==> src/pga_chain_pkg.sv <==
package pga_chain_pkg;

  localparam int unsigned WORD_BITS   = 16;
  localparam int unsigned FRAME_BITS  = 32;
  localparam int unsigned CODE_BITS   = 3;
  localparam int unsigned CNT_BITS    = 6;
  localparam int unsigned SYNC_STAGES = 2;

  // Word layout: instruction byte on top, data byte below
  localparam int unsigned CMD_MSB     = 15;
  localparam int unsigned CMD_LSB     = 13;
  localparam int unsigned ADDR_POS    = 8;
  localparam int unsigned DATA_MSB    = 2;
  localparam int unsigned DATA_LSB    = 0;

  localparam logic [2:0] CMD_NOP      = 3'h0;
  localparam logic [2:0] CMD_SHUTDOWN = 3'h1;
  localparam logic [2:0] CMD_WRITE    = 3'h2;
  localparam logic       ADDR_GAIN    = 1'h0;
  localparam logic       ADDR_CHANNEL = 1'h1;

  localparam logic [2:0] GAIN_RST     = 3'h0;
  localparam logic [2:0] CHANNEL_RST  = 3'h0;
  localparam logic       SHUTDOWN_RST = 1'h0;
  localparam logic [5:0] CNT_RST      = 6'h00;

  localparam int unsigned UP_CHANNELS = 6;
  localparam int unsigned DN_CHANNELS = 1;

  typedef enum logic [1:0] {
    LINK_IDLE,
    LINK_SHIFT,
    LINK_LATCH
  } link_state_t;

  function automatic logic [5:0] gain_vv(input logic [2:0] code);
    case (code)
      3'h0:    gain_vv = 6'h01;
      3'h1:    gain_vv = 6'h02;
      3'h2:    gain_vv = 6'h04;
      3'h3:    gain_vv = 6'h05;
      3'h4:    gain_vv = 6'h08;
      3'h5:    gain_vv = 6'h0A;
      3'h6:    gain_vv = 6'h10;
      default: gain_vv = 6'h20;
    endcase
  endfunction : gain_vv

endpackage : pga_chain_pkg

==> src/pga_amp_slice.sv <==
`timescale 1ns/10ps
`default_nettype none

module pga_amp_slice #(
  parameter int unsigned N_CHANNELS = 6
) (
  input  wire logic        clk,
  input  wire logic        rst_b,
  input  wire logic        shift_en,
  input  wire logic        si,
  input  wire logic        latch_en,
  output logic             so,
  output logic [2:0]       gain_q,
  output logic [2:0]       channel_q,
  output logic             shutdown_q
);

  logic [15:0] shreg_q;
  logic [15:0] shreg_d;
  logic [2:0]  gain_d;
  logic [2:0]  channel_d;
  logic        shutdown_d;
  logic [2:0]  cmd;
  logic        addr;
  logic [2:0]  data;

  assign cmd  = shreg_q[pga_chain_pkg::CMD_MSB:pga_chain_pkg::CMD_LSB];
  assign addr = shreg_q[pga_chain_pkg::ADDR_POS];
  assign data = shreg_q[pga_chain_pkg::DATA_MSB:pga_chain_pkg::DATA_LSB];
  assign so   = shreg_q[15];

  always_comb begin
    shreg_d    = shreg_q;
    gain_d     = gain_q;
    channel_d  = channel_q;
    shutdown_d = shutdown_q;
    if (shift_en) begin
      shreg_d = {shreg_q[14:0], si};
    end
    if (latch_en) begin
      case (cmd)
        pga_chain_pkg::CMD_SHUTDOWN: begin
          shutdown_d = 1'h1;
        end
        pga_chain_pkg::CMD_WRITE: begin
          shutdown_d = 1'h0;
          if (addr == pga_chain_pkg::ADDR_GAIN) begin
            gain_d = data;
          end else if (N_CHANNELS > 1 && 32'(data) < N_CHANNELS) begin
            channel_d = data;
          end
        end
        default: begin
        end
      endcase
    end
  end

  always_ff @(posedge clk) begin
    if (!rst_b) begin
      shreg_q    <= 16'h0000;
      gain_q     <= pga_chain_pkg::GAIN_RST;
      channel_q  <= pga_chain_pkg::CHANNEL_RST;
      shutdown_q <= pga_chain_pkg::SHUTDOWN_RST;
    end else begin
      shreg_q    <= shreg_d;
      gain_q     <= gain_d;
      channel_q  <= channel_d;
      shutdown_q <= shutdown_d;
    end
  end

endmodule : pga_amp_slice

`default_nettype wire

==> src/pga_spi_daisy_chain_ctrl.sv <==
`timescale 1ns/10ps
`default_nettype none

module pga_spi_daisy_chain_ctrl #(
  parameter int unsigned UP_CHANNELS = pga_chain_pkg::UP_CHANNELS
) (
  input  wire logic                   clk,
  input  wire logic                   rst_b,
  input  wire logic                   cs_b,
  input  wire logic                   sck,
  input  wire logic                   si,
  output logic                        so_o,
  output logic                        so_oe,
  output logic [2:0]                  up_gain_code,
  output logic [5:0]                  up_gain_vv,
  output logic [2:0]                  up_channel,
  output logic [UP_CHANNELS-1:0]      up_mux_sel,
  output logic                        up_shutdown_code,
  output logic                        up_input_channel_zero,
  output logic [2:0]                  dn_gain_code,
  output logic [5:0]                  dn_gain_vv,
  output logic                        dn_shutdown_code,
  output logic                        frame_error
);

  // Pin synchronisers
  logic [1:0] cs_sync_q;
  logic [1:0] sck_sync_q;
  logic [1:0] si_sync_q;
  logic [1:0] cs_sync_d;
  logic [1:0] sck_sync_d;
  logic [1:0] si_sync_d;
  logic       cs_b_s;
  logic       sck_s;
  logic       si_s;

  // Link state
  pga_chain_pkg::link_state_t state_q;
  pga_chain_pkg::link_state_t state_d;
  logic                       sck_prev_q;
  logic                       sck_prev_d;
  logic [5:0]                 bit_cnt_q;
  logic [5:0]                 bit_cnt_d;
  logic                       frame_error_q;
  logic                       frame_error_d;
  logic                       shift_en;
  logic                       latch_en;
  logic                       sck_rise;

  // Output registers
  logic [5:0]                 up_gain_vv_q;
  logic [5:0]                 dn_gain_vv_q;
  logic [UP_CHANNELS-1:0]     up_mux_q;
  logic [UP_CHANNELS-1:0]     up_mux_d;
  logic                       chain_mid;
  logic                       dn_so;
  logic [2:0]                 up_gain_w;
  logic [2:0]                 up_chan_w;
  logic                       up_sd_w;
  logic [2:0]                 dn_gain_w;
  logic                       dn_sd_w;

  always_comb begin
    cs_sync_d  = {cs_sync_q[0], cs_b};
    sck_sync_d = {sck_sync_q[0], sck};
    si_sync_d  = {si_sync_q[0], si};
  end

  always_ff @(posedge clk) begin
    if (!rst_b) begin
      cs_sync_q  <= 2'h3;
      sck_sync_q <= 2'h0;
      si_sync_q  <= 2'h0;
    end else begin
      cs_sync_q  <= cs_sync_d;
      sck_sync_q <= sck_sync_d;
      si_sync_q  <= si_sync_d;
    end
  end

  assign cs_b_s   = cs_sync_q[1];
  assign sck_s    = sck_sync_q[1];
  assign si_s     = si_sync_q[1];
  assign sck_rise = sck_s && !sck_prev_q;

  // Frame tracking; latch only on whole 16-bit multiples
  always_comb begin
    state_d       = state_q;
    bit_cnt_d     = bit_cnt_q;
    frame_error_d = frame_error_q;
    shift_en      = 1'h0;
    latch_en      = 1'h0;
    sck_prev_d    = sck_s;
    case (state_q)
      pga_chain_pkg::LINK_IDLE: begin
        if (!cs_b_s) begin
          bit_cnt_d = pga_chain_pkg::CNT_RST;
          state_d   = pga_chain_pkg::LINK_SHIFT;
        end
      end
      pga_chain_pkg::LINK_SHIFT: begin
        if (cs_b_s) begin
          state_d = pga_chain_pkg::LINK_LATCH;
        end else if (sck_rise) begin
          shift_en = 1'h1;
          if (bit_cnt_q != 6'h3F) begin
            bit_cnt_d = bit_cnt_q + 6'h01;
          end
        end
      end
      pga_chain_pkg::LINK_LATCH: begin
        if (bit_cnt_q != 6'h00 && bit_cnt_q[3:0] == 4'h0) begin
          latch_en      = 1'h1;
          frame_error_d = 1'h0;
        end else begin
          frame_error_d = 1'h1;
        end
        state_d = pga_chain_pkg::LINK_IDLE;
      end
      default: begin
        state_d = pga_chain_pkg::LINK_IDLE;
      end
    endcase
  end

  always_ff @(posedge clk) begin
    if (!rst_b) begin
      state_q       <= pga_chain_pkg::LINK_IDLE;
      bit_cnt_q     <= pga_chain_pkg::CNT_RST;
      frame_error_q <= 1'h0;
      sck_prev_q    <= 1'h0;
    end else begin
      state_q       <= state_d;
      bit_cnt_q     <= bit_cnt_d;
      frame_error_q <= frame_error_d;
      sck_prev_q    <= sck_prev_d;
    end
  end

  // Upstream amplifier, first on the chain
  pga_amp_slice #(
    .N_CHANNELS (UP_CHANNELS)
  ) u_up (
    .clk        (clk),
    .rst_b      (rst_b),
    .shift_en   (shift_en),
    .si         (si_s),
    .latch_en   (latch_en),
    .so         (chain_mid),
    .gain_q     (up_gain_w),
    .channel_q  (up_chan_w),
    .shutdown_q (up_sd_w)
  );

  // Downstream amplifier fed from upstream serial out
  pga_amp_slice #(
    .N_CHANNELS (pga_chain_pkg::DN_CHANNELS)
  ) u_dn (
    .clk        (clk),
    .rst_b      (rst_b),
    .shift_en   (shift_en),
    .si         (chain_mid),
    .latch_en   (latch_en),
    .so         (dn_so),
    .gain_q     (dn_gain_w),
    .channel_q  (),
    .shutdown_q (dn_sd_w)
  );

  // Selector for the six inputs: one-hot, or all zero in shutdown
  genvar g;
  generate
    for (g = 0; g < UP_CHANNELS; g++) begin : g_mux
      always_comb begin
        up_mux_d[g] = !up_sd_w && (32'(up_chan_w) == g);
      end
    end
  endgenerate

  always_ff @(posedge clk) begin
    if (!rst_b) begin
      up_gain_vv_q <= pga_chain_pkg::gain_vv(pga_chain_pkg::GAIN_RST);
      dn_gain_vv_q <= pga_chain_pkg::gain_vv(pga_chain_pkg::GAIN_RST);
      up_mux_q     <= UP_CHANNELS'(1);
    end else begin
      up_gain_vv_q <= pga_chain_pkg::gain_vv(up_gain_w);
      dn_gain_vv_q <= pga_chain_pkg::gain_vv(dn_gain_w);
      up_mux_q     <= up_mux_d;
    end
  end

  assign so_o                  = dn_so;
  assign so_oe                 = !cs_b_s;
  assign up_gain_code          = up_gain_w;
  assign up_gain_vv            = up_gain_vv_q;
  assign up_channel            = up_chan_w;
  assign up_mux_sel            = up_mux_q;
  assign up_shutdown_code      = up_sd_w;
  assign up_input_channel_zero = (up_chan_w == 3'h0);
  assign dn_gain_code          = dn_gain_w;
  assign dn_gain_vv            = dn_gain_vv_q;
  assign dn_shutdown_code      = dn_sd_w;
  assign frame_error           = frame_error_q;

endmodule : pga_spi_daisy_chain_ctrl

`default_nettype wire

==> config.mk <==
export PLATFORM = sky130hd
export DESIGN_NAME = pga_spi_daisy_chain_ctrl
export DESIGN_NICKNAME = d
export VERILOG_FILES = /design/src/pga_chain_pkg.sv /design/src/pga_amp_slice.sv /design/src/pga_spi_daisy_chain_ctrl.sv
export SDC_FILE = /design/constraint.sdc
export NUM_CORES = 1
export LEC_CHECK = 0
export ABC_AREA = 1
export BUFFER_PORTS_ARGS = -buffer_cell sky130_fd_sc_hd__buf_2
export CAP_MARGIN = 20
export CORE_ASPECT_RATIO = 1.75
export CORE_MARGIN = 1.5
export CORE_UTILIZATION = 45
export CTS_CLUSTER_SIZE = 40
export DETAILED_ROUTE_END_ITERATION = 8
export GPL_TIMING_DRIVEN = 0
export MAX_ROUTING_LAYER = met4
export PLACE_DENSITY = 0.7
export SETUP_SLACK_MARGIN = 0.02
export SLEW_MARGIN = 5
export SYNTH_ARGS = -nofsm -noshare
export SYNTH_HDL_FRONTEND = slang
export SYNTH_SLANG_ARGS = --single-unit
==> constraint.sdc <==
create_clock -name clk -period 1.8 [get_ports clk]
set_input_delay 0.09 -clock clk [delete_from_list [all_inputs] [get_ports clk]]
set_output_delay 0.09 -clock clk [all_outputs]
set_load 0.02 [all_outputs]
After elaboration in Yosys (flattened, before gate mapping)
Index checks and enable logic that the tools add are counted.
{"block": "word_totals", "register_bits": 77, "output_inout_bits": 33, "elab_cells": 95}
{"block": "op_classes", "n_addsub": 1, "n_lt_le_gt_ge": 1, "eq_ne": 29, "mux": 18, "n_bitwise": 2, "n_reduce_logical": 27}
{"cell": "case mux 6 bit (7 select lines)", "count": 2}
{"cell": "== test 3 x 2 -> 1 bit, second input constant", "count": 8}
{"cell": "== test 3 bit, second input constant", "count": 8}
{"cell": "2-to-1 mux 6 bit", "count": 4}
{"cell": "== test 3 x 1 -> 1 bit, second input constant", "count": 5}
{"cell": "case mux 6 bit (2 select lines)", "count": 1}
{"cell": "!= test 2 bit, second input constant", "count": 5}
{"cell": "zero test 3 bit", "count": 3}
{"cell": "logical AND 1 bit", "count": 8}
{"cell": "adder 6 x 1 -> 6 bit, second input constant", "count": 1}
{"cell": "2-to-1 mux 1 bit", "count": 6}
{"cell": "!= test 6 bit, second input constant", "count": 1}
{"cell": "AND reduction 2 bit", "count": 3}
{"cell": "AND reduction 3 bit", "count": 2}
{"cell": "nonzero test 2 bit", "count": 3}
{"cell": "nonzero test 6 bit", "count": 1}
{"cell": "AND reduction 5 bit", "count": 1}
{"cell": "zero test 4 bit", "count": 1}
{"cell": "2-to-1 mux 2 bit", "count": 2}
{"cell": "case mux 1 bit (2 select lines)", "count": 2}
{"cell": "case mux 2 bit (2 select lines)", "count": 1}
{"cell": "AND reduction 4 bit", "count": 1}
{"cell": "zero test 1 bit", "count": 3}
{"cell": "less-than comparator 3 bit, second input constant", "count": 1}
{"cell": "other kinds (4)", "count": 5}

Logic depth before layout (Yosys ltp)
Gate-level depths: netlist (run 1).
{"block": "depth", "depth_word": 5, "ltp_mapped": 10, "ltp_nobuf": 10}

Modules after synthesis
Synthesis (run 1) repeated with hierarchy kept, for this count alone.
{"block": "unflattened", "cells_unflattened": 356, "hier_area_um2": 2882.8}
{"mod": "pga_spi_daisy_chain_ctrl", "n_inst": 1, "cells_per_inst": 149, "area_per_inst_um2": 1233.7, "seq_area_each_um2": 680.7}
{"mod": "pga_amp_slice (u_up)", "n_inst": 1, "cells_per_inst": 109, "area_per_inst_um2": 873.3, "seq_area_each_um2": 460.4}
{"mod": "pga_amp_slice (u_dn)", "n_inst": 1, "cells_per_inst": 98, "area_per_inst_um2": 775.7, "seq_area_each_um2": 400.4}

Worst setup path before layout (run 1)
No wires, ideal clock.
{"block": "synth_timing", "kind": "register -> register", "from": "reg bit_cnt_q[0]", "to": "reg u_dn.gain_q[2]", "setup_ns": 0.113, "t_arrival_ns": 1.183, "required_ns": 1.687, "path_slack_ns": 0.504, "stages_incl_launch_ff": 10, "synth_period_minus_slack_ns": 1.296, "path_cell_list": "dfxtp_1 -> inv_1 -> ha_1 -> nand2_1 -> nor2_8 -> nand2_4 -> nor2_4 -> nand2_1 -> nand2_1 -> nor2_1"}
{"block": "synth_between", "elab_chain_len": 5, "word_cells_on_any_way": 6, "cone_classes": "mux: 2; reduce/logical: 4"}
{"item": "start, declared", "line_no": "pga_spi_daisy_chain_ctrl.sv:42", "rtl": "logic [5:0] bit_cnt_q;"}
{"item": "start signal, assigned", "line_no": "pga_spi_daisy_chain_ctrl.sv:129", "rtl": "bit_cnt_q <= pga_chain_pkg::CNT_RST;"}
{"item": "start signal, assigned", "line_no": "pga_spi_daisy_chain_ctrl.sv:134", "rtl": "bit_cnt_q <= bit_cnt_d;"}
{"item": "nonzero test 6 bit / zero test 4 bit (equally long branches)", "line_no": "pga_spi_daisy_chain_ctrl.sv:112", "rtl": "if (bit_cnt_q != 6'h00 && bit_cnt_q[3:0] == 4'h0) begin"}
{"item": "logical AND 1 bit *", "line_no": "pga_spi_daisy_chain_ctrl.sv:112"}
{"item": "2-to-1 mux 1 bit *", "line_no": "pga_spi_daisy_chain_ctrl.sv:112"}
{"item": "2-to-1 mux 1 bit *", "line_no": "pga_spi_daisy_chain_ctrl.sv:94", "rtl": "case (state_q)"}
{"item": "AND reduction 3 bit (no line) *"}
{"item": "end signal, assigned", "line_no": "pga_amp_slice.sv:62", "rtl": "gain_q <= pga_chain_pkg::GAIN_RST;"}
{"item": "end signal, assigned", "line_no": "pga_amp_slice.sv:67", "rtl": "gain_q <= gain_d;"}
{"item": "end, declared", "line_no": "pga_amp_slice.sv:13", "rtl": "output logic [2:0] gain_q,"}
Every way passes the cells marked *; elsewhere a longest branch is shown, timed or not.
A chain may end at the register's enable or synchronous reset.

Worst setup path in the final report (run 1)
Ends and elaborated chain as after synthesis.

==> impl_metrics.env, run 1 <==
export IMPL_fmax_mhz=660
export IMPL_tns_ns=0
export IMPL_min_period_ns=1.51
export IMPL_clock_skew_ns=0.00635
export IMPL_syn_avg_cell_area_um2=7.86
export IMPL_via_per_inst=4.72
export IMPL_p_seq_share_pct=55.8
export IMPL_grt_overflow=0
export IMPL_r2r_cells=9
export IMPL_cp_end_kind="register"
export IMPL_whs_ns=0.0710
export IMPL_p_int_mw=2.42
export IMPL_synth_top_family_by_area="simple AND/OR/NAND/NOR gates"
export IMPL_maxSlewViolCount=0
export IMPL_finalCritPeriodShare_pct=84.2
export IMPL_synthCells=359
export IMPL_cts_setup_buffers=0
export IMPL_syn_num_nets=366
export IMPL_clk_pin_slew_worst_paths_ns=0.07
export IMPL_comb_power_share_pct=3.0
export IMPL_die_y_um=108
export IMPL_grt_start_max_net_pins=13
export IMPL_fp_dieW_um=62.9
export IMPL_ctsHtreeMaxLevel=3
export IMPL_p_leak_nw=1.45
export IMPL_cts_hold_buf=3
export IMPL_grt_usage_pct=18.0
export IMPL_powerDensity_nw_per_um2=925
export IMPL_synthMuxAreaShare_pct=0
export IMPL_diodes=0
export IMPL_netlist_area_um2=2820
export IMPL_fp_row_count=38
export IMPL_tightest_slew_ns=0.539
export IMPL_drtPass1Iterations=4
export IMPL_layout_commonest_cell="dfxtp_1"
export IMPL_cp_data_required_time_ns=2.05
export IMPL_fin_nets=417
export IMPL_maxCapViolCount=0
export IMPL_hp_class="in -> reg"
export IMPL_cts_tree="built"
export IMPL_ios=38
export IMPL_pwr_share_clk_pct=41.2
export IMPL_maxSlewHeadroom_pct=64.1
export IMPL_min_path_cells=3
export IMPL_drt_initial_drc_count=104
export IMPL_grt_setup_unrepaired="no"
export IMPL_initial_core_util_pct=46.0
export IMPL_synth_compound_area_share_pct=10.6
export IMPL_syn_to_final_growth_pct=18.0
export IMPL_coreArea_um2=6130
export IMPL_setup_viol=0
export IMPL_drc=0
export IMPL_cts_resized=0
export IMPL_fp_dieArea_um2=6780
export IMPL_drive_gt1_share_pct=18.3
export IMPL_vias=2337
export IMPL_fin_ws_ns=0.285
export IMPL_final_cell_mix="dfxtp_1 (77), nor2_1 (73), nand2_1 (59), buf_2 (42)"
export IMPL_status="finished, final reports clean"
export IMPL_clock_root_buffer="clkbuf_8"
export IMPL_ir_drop_v=0.000554
export IMPL_sw_frac_of_total_pct=21.5
export IMPL_cts_buffers_inserted=9
export IMPL_yosys_area_share_simple_pct=26.6
export IMPL_crit_path_start_kind="register"
export IMPL_path_class="reg -> reg"
export IMPL_finalWirelength_um=5520
export IMPL_synth_edf_count=0
export IMPL_worstPathMaxFanout=9
export IMPL_ant_nets=0
export IMPL_synth_fa_ha_area_share_pct=0.887
export IMPL_first_global_vias=2204
export IMPL_port_buffers=37
export IMPL_synth_xor_area_share_pct=0
export IMPL_hold_viol_final=0
export IMPL_synth_warnings=0
export IMPL_yosysSeqAreaShare_pct=54.6
export IMPL_place_ws_ns=0.286
export IMPL_synth_cell_type_count=25
export IMPL_clock_sinks=77
export IMPL_async_flop_share_pct=0
export IMPL_cp_data_arrival_time_ns=1.77
export IMPL_antenna_found_initial=0
export IMPL_gp_congestion=0.873
export IMPL_grt_pass1_wl_um=9020
export IMPL_synth_seq_cells=77
export IMPL_hpwl_um=4180
export IMPL_clock_latency_ns=0.36
export IMPL_clockBufferDepth=2
export IMPL_routedWlPerCell_um=11.2
export IMPL_synth_ff_type="dfxtp_1"
export IMPL_p_switching_uw=662
==> final timing paths <==
path | startpoint | to | slack, ns
setup / recovery | bit_cnt_q[0] | u_dn.gain_q[2] | 0.29
hold / removal | rst_b | state_q[1] | 0.07
setup reg to reg | bit_cnt_q[0] | u_dn.gain_q[2] | 0.29
hold reg to reg | cs_sync_q[0] | cs_sync_q[1] | 0.42
==> power by group through the flow <==
stage	Sequential (mW)	Clock (mW)	Combinational (mW)
final	1.72	1.27	0.0916
after global routing	1.72	1.36	0.105
after CTS	1.72	1.31	0.0927
after detailed placement	1.76	0	0.0870
after global placement	1.76	0	0.0850
after floorplan	1.76	0	0.0602
==> state kept, by name, indices dropped and copies added (netlist names), 2 cells and up <==
name / count
u_dn.gain_q: 3
u_up.gain_q: 3
si_sync_q: 2
sck_sync_q: 2
up_gain_vv: 6
u_dn.shreg_q: 16
state_q: 2
u_up.channel_q: 3
dn_gain_vv: 6
cs_sync_q: 2
bit_cnt_q: 6
u_up.shreg_q: 16
up_mux_sel: 6
==> cell usage after synthesis (4+ instances only) <==
cell type	n	area share, %
nand4_1	5	1.1
a21oi_1	23	4.1
nor3_1	8	1.4
inv_1	35	4.7
nand3_1	8	1.4
clkbuf_1	5	0.66
nand2_1	59	7.8
dfxtp_1	77	55
nor2_1	73	9.7
buf_2	5	0.89
nand2_2	4	0.89
o21ai_0	35	6.2
==> cell families after synthesis <==
kind of cell | after synthesis
and+or+nand+nor | 169
DFF | 77
AOI/OAI and AO/OA | 60
buffers and inverters | 51
adders and majority gates | 2
==> worst max-delay path, stage by stage, from the launching register on <==
cell     delay [ns]
dfxtp_1        0.35
inv_1          0.11
ha_1           0.15
nand2_1        0.13
nor2_8         0.23
nand2_4        0.08
nor2_4         0.18
nand2_1        0.08
nand2_1        0.06
nor2_1         0.04
==> cell type report <==
type	count	area (µm²)
clock inverter	4	47.5
multi-input combinational	231	1070
tap	80	100
timing repair buffer	40	215
sequential	77	1540
clock buffer	12	145
buffer	13	63.8
inverter	38	143
fill	612	2800
==> metrics by stage <==
stage,cells,power (mW),utilization (%),cell area [µm²]
2_1_floorplan,359,1.82,-,2820
3_3_place_gp,476,1.84,50.7,3110
3_5_place_dp,476,1.85,50.7,3110
4_1_cts,495,3.12,54.3,3330
5_1_grt,495,3.18,54.3,3330
6_report,495,3.08,54.3,3330
==> per-layer routing <==
metal	wire (µm)	track usage, %	vias up
met2	3080	34.6	25
met1	2140	14.8	1069
li1	-	-	1233
met4	96	9.52	0
met3	201	5.65	10
met5	0	-	-
(Power assumes the default switching activity.)
==> run 2: changes to the inputs <==
- PLACE_DENSITY: 0.7 -> 0.72
- clock period: 1.8 -> 1.3 ns (I/O delays scaled with it)
==> impl_metrics.env, run 2 (synthesized netlist as in run 1, its figures left out) <==
export IMPL_cp_cell_sequence="inv_2, ha_4, nand2_4, nor2_8, nand2_4, nor2_4, nand2_1, nand2_1, nor2_1"
export IMPL_clock_latency_ns=0.35
export IMPL_ios=38
export IMPL_use_met2_pct=30.9
export IMPL_r2r_cells=9
export IMPL_min_path_cells=3
export IMPL_finalWirelength_um=5610
export IMPL_grt_pass1_wl_um=9340
export IMPL_drt_initial_drc_count=95
export IMPL_fp_dieW_um=62.9
export IMPL_place_ws_ns=-0.167
export IMPL_tns_ns=-0.0662
export IMPL_cp_data_required_time_ns=1.55
export IMPL_total_power_mw=4.14
export IMPL_violations="setup timing"
export IMPL_reg_largest_list="u_dn.shreg_q x16, u_up.shreg_q x16"
export IMPL_p_int_mw=3.17
export IMPL_cpPeakStageDelay_ns=0.37
export IMPL_pwr_share_clk_pct=39.3
export IMPL_die_y_um=108
export IMPL_tightest_slew_ns=0.644
export IMPL_status="finished, violations left"
export IMPL_maxSlewHeadroom_pct=56.8
export IMPL_hold_end="state_q[1]"
export IMPL_maxCapViolCount=0
export IMPL_port_buffers=37
export IMPL_via_per_inst=4.69
export IMPL_powerDensity_nw_per_um2=1180
export IMPL_min_period_ns=1.32
export IMPL_clockBufferDepth=2
export IMPL_fp_row_count=38
export IMPL_finalCritPeriodShare_pct=101
export IMPL_stdcell_area_um2=3500
export IMPL_fin_nets=425
export IMPL_r2r_start="bit_cnt_q[1]"
export IMPL_hold_viol_final=0
export IMPL_reg2reg_to="u_dn.gain_q[2]"
export IMPL_p_seq_share_pct=57.4
export IMPL_routedWlPerCell_um=11.1
export IMPL_vias=2361
export IMPL_clock_skew_ns=0.00926
export IMPL_maxSlewViolCount=0
export IMPL_comb_power_share_pct=3.3
export IMPL_hp_class="in -> reg"
export IMPL_fmax_mhz=758
export IMPL_cp_end_kind="register"
export IMPL_cp_buffers_inverters=1
export IMPL_gp_congestion=0.857
export IMPL_coreArea_um2=6130
export IMPL_diodes=0
export IMPL_drc=0
export IMPL_fin_ws_ns=-0.0193
export IMPL_clock_sinks=77
export IMPL_setup_viol=5
export IMPL_drtPass1Iterations=4
export IMPL_final_core_util_pct=57.1
export IMPL_grt_start_max_net_pins=14
export IMPL_grtUsageMet1_pct=18.8
export IMPL_p_leak_nw=1.52
export IMPL_worstPathMaxFanout=7
export IMPL_grt_overflow=0
export IMPL_sw_frac_of_total_pct=23.5
export IMPL_grt_setup_unrepaired="yes"
export IMPL_clock_root_buffer="clkbuf_8"
export IMPL_cts_buffers_inserted=9
export IMPL_grt_met3_usage_pct=5.44
export IMPL_ff2ff_setup_slack_ns=-0.02
export IMPL_ant_nets=0
export IMPL_clk_pin_slew_worst_paths_ns=0.08
export IMPL_cts_tree="built"
export IMPL_crit_family="simple AND/OR/NAND/NOR gates"
export IMPL_top_usage_layer="met2"
export IMPL_path_class="reg -> reg"
export IMPL_cp_data_arrival_time_ns=1.57
export IMPL_final_cell_mix="nor2_1 (71), dfxtp_1 (69), nand2_1 (54), buf_2 (40), inv_1 (33)"
export IMPL_critPathSlowestCell="dfxtp_4"
export IMPL_syn_to_final_growth_pct=24.2
export IMPL_min_from="rst_b"
export IMPL_grt_usage_pct=18.5
export IMPL_first_global_vias=2108
export IMPL_fp_dieArea_um2=6780
export IMPL_p_switching_uw=972
export IMPL_initial_core_util_pct=46.0
export IMPL_drive_gt1_share_pct=25.8
export IMPL_antenna_found_initial=0
export IMPL_ir_drop_v=0.000933
export IMPL_hpwl_um=4030
export IMPL_layout_commonest_cell="nor2_1"
export IMPL_crit_path_start_kind="register"
export IMPL_place_area_um2=3110
export IMPL_ctsHtreeMaxLevel=3
[run 2: final cells by class]
cell class	count	area [µm²]
clock inverter	5	35.0
multi-input combinational	231	1180
clock buffer	11	141
sequential	77	1560
inverter	38	145
tap	80	100
timing repair buffer	48	278
fill	549	2630
buffer	13	72.6
[run 2: what timing repair did]
action	CTS	global route
buffers inserted	4	4
resized for setup	25	24
hold buffers	3	0
pin swaps	11	14
gates cloned	0	0
hold endpoints to repair	3	0
endpoints found under the setup margin	44	49
[run 2: per-stage QoR]
stage / hold WS, ns / std cells
finish: 0.0256 / 503
global placement: 0.247 / 476
global route: 0.0429 / 503
detailed placement: 0.252 / 476
CTS: 0.0110 / 499
floorplan: 0.163 / 359
[run 2: layer usage]
metal | share of wire [%] | vias up
li1 | - | 1253
met1 | 41 | 1056
met2 | 53 | 40
met3 | 3.3 | 12
met4 | 2.8 | 0
met5 | 0 | -
[run 2: power groups by stage]
stage / Sequential [mW] / Combinational (mW) / Clock, mW
2_1_floorplan: 2.43 / 0.0835 / 0
3_3_place_gp: 2.43 / 0.118 / 0
3_5_place_dp: 2.43 / 0.119 / 0
4_1_cts: 2.38 / 0.131 / 1.66
5_1_grt: 2.38 / 0.154 / 1.76
6_report: 2.38 / 0.137 / 1.62
[run 2: worst register-to-register path, stage by stage, from the launching register on]
cell,delay (ns)
dfxtp_4,0.37
inv_2,0.07
ha_4,0.13
nand2_4,0.06
nor2_8,0.16
nand2_4,0.07
nor2_4,0.17
nand2_1,0.08
nand2_1,0.06
nor2_1,0.04
[run 2: how the worst max path moves through the flow]
stage / cells past startpoint / slack [ns] / endpoint / start
final: 9 / -0.02 / u_dn.gain_q[2] / bit_cnt_q[1]
after global routing: 9 / -0.11 / u_dn.gain_q[0] / state_q[1]
after CTS: 9 / -0.07 / u_dn.gain_q[0] / bit_cnt_q[1]
after detailed placement: 9 / -0.17 / u_dn.gain_q[2] / bit_cnt_q[0]
after global placement: 9 / -0.16 / u_dn.gain_q[1] / bit_cnt_q[0]
after floorplan: 9 / 0.03 / u_dn.gain_q[2] / bit_cnt_q[0]
==> run 3: changes to the inputs <==
- SETUP_SLACK_MARGIN: 0.02 -> default
==> impl_metrics.env, run 3 (synthesized netlist as in run 1, its figures left out) <==
export IMPL_status="finished, violations left"
export IMPL_violations="setup timing"
export IMPL_setup_viol=26
export IMPL_tightest_slew_ns=0.644
export IMPL_hold_viol_final=0
export IMPL_clk_pin_slew_worst_paths_ns=0.08
export IMPL_drive_gt1_share_pct=34.2
export IMPL_coreArea_um2=6130
export IMPL_routedWlPerCell_um=13.0
export IMPL_grt_usage_pct=19.1
export IMPL_grt_start_max_net_pins=14
export IMPL_layout_commonest_cell="dfxtp_1"
export IMPL_place_ws_ns=-0.194
export IMPL_fin_nets=435
export IMPL_first_global_vias=2255
export IMPL_sw_frac_of_total_pct=20.7
export IMPL_grt_overflow=0
export IMPL_worstPathMaxFanout=6
export IMPL_path_class="reg -> reg"
export IMPL_finalWirelength_um=6650
export IMPL_die_y_um=108
export IMPL_ios=38
export IMPL_cts_tree="built"
export IMPL_fp_dieArea_um2=6780
export IMPL_r2r_start="bit_cnt_q[0]"
export IMPL_finalCritPeriodShare_pct=105
export IMPL_grt_setup_unrepaired="yes"
export IMPL_vias=2484
export IMPL_diodes=0
export IMPL_gp_congestion=0.882
export IMPL_clock_latency_ns=0.35
export IMPL_final_core_util_pct=63.0
export IMPL_reg_largest_list="u_dn.shreg_q x16, u_up.shreg_q x16"
export IMPL_drtPass1Iterations=4
export IMPL_ctsHtreeMaxLevel=3
export IMPL_place_area_um2=3110
export IMPL_stdcell_area_um2=3860
export IMPL_ir_drop_v=0.000744
export IMPL_cp_end_kind="register"
export IMPL_maxCapViolCount=0
export IMPL_cp_startpoint="bit_cnt_q[0]"
export IMPL_via_per_inst=4.84
export IMPL_fmax_mhz=735
export IMPL_p_switching_uw=982
export IMPL_initial_core_util_pct=46.0
export IMPL_comb_power_share_pct=3.3
export IMPL_drc=0
export IMPL_crit_path_start_kind="register"
export IMPL_pwr_share_clk_pct=46.6
export IMPL_maxSlewViolCount=0
export IMPL_clockBufferDepth=2
export IMPL_fin_ws_ns=-0.0599
export IMPL_grt_pass1_wl_um=9620
export IMPL_clock_root_buffer="clkbuf_8"
export IMPL_clock_sinks=77
export IMPL_ant_nets=0
export IMPL_p_int_mw=3.76
export IMPL_syn_to_final_growth_pct=36.9
export IMPL_hpwl_um=4060
export IMPL_cts_buffers_inserted=9
export IMPL_antenna_found_initial=0
export IMPL_powerDensity_nw_per_um2=1230
export IMPL_drt_initial_drc_count=171
export IMPL_hp_class="in -> reg"
export IMPL_cp_data_arrival_time_ns=1.64
export IMPL_min_from="rst_b"
export IMPL_tns_ns=-0.613
export IMPL_p_seq_share_pct=50.1
export IMPL_min_period_ns=1.36
export IMPL_final_cell_mix="dfxtp_1 (69), nor2_1 (64), nand2_1 (52), buf_2 (38), inv_1 (33)"
export IMPL_cp_data_required_time_ns=1.58
export IMPL_maxSlewHeadroom_pct=57.1
export IMPL_p_leak_nw=1.68
export IMPL_clock_skew_ns=0.0112
export IMPL_port_buffers=37
export IMPL_fp_row_count=38
export IMPL_fp_dieW_um=62.9
-- run 3: through the flow --
step | total power [mW] | instances | hold slack, ns
6_report | 4.74 | 513 | 0.0537
5_1_grt | 4.91 | 513 | 0.0623
4_1_cts | 4.74 | 505 | 0.0359
3_5_place_dp | 2.55 | 476 | 0.254
3_3_place_gp | 2.55 | 476 | 0.246
2_1_floorplan | 2.52 | 359 | 0.163
-- run 3: power groups by stage --
stage               Sequential [mW]  Combinational [mW]  Clock [mW]
global route                   2.38               0.173        2.35
CTS                            2.38               0.134        2.23
finish                         2.38               0.157        2.21
floorplan                      2.43              0.0834           0
detailed placement             2.43               0.119           0
global placement               2.43               0.117           0
-- run 3: critical path: stages, from the launching register on --
cell	delay [ns]
dfxtp_4	0.39
ha_4	0.14
nand2_2	0.07
nor2_4	0.11
nand2_2	0.08
nand2_4	0.09
nand2_4	0.08
nand2_4	0.11
nand2_2	0.07
a21oi_2	0.14
-- run 3: repair_timing --
item,in CTS,in global routing
buffers inserted,10,4
gates cloned,0,4
endpoints found under the setup margin,44,49
endpoints found under the hold margin,3,0
gates resized for setup,34,90
pin swaps,17,28
hold buffers,3,0
-- run 3: cell type report --
class	instances	area (µm²)
Timing Repair Buffer	58	412
Inverter	38	153
Buffer	13	104
Clock buffer	11	141
Sequential cell	77	1560
Multi-Input combinational cell	231	1290
Clock inverter	5	106
Fill cell	497	2270
Tap cell	80	100
-- run 3: path summary, 6_finish.rpt --
path / cells after the start / to / slack (ns)
setup reg to reg: 9 / bit_cnt_q[2] / -0.06
hold / removal: 3 / state_q[1] / 0.05
hold reg to reg: 2 / si_sync_q[1] / 0.41
setup / recovery: 9 / bit_cnt_q[2] / -0.06
-- run 3: routing by layer --
layer  up-vias  part of all wire (%)  routed length (µm)  global-route usage (%)
li1       1267                     -                   -                       -
met4         0                   2.8                 185                    12.2
met5         -                     0                   0                       -
met1      1155                    38                2530                    17.9
met3        14                   3.3                 218                    6.17
met2        48                    56                3720                    33.4
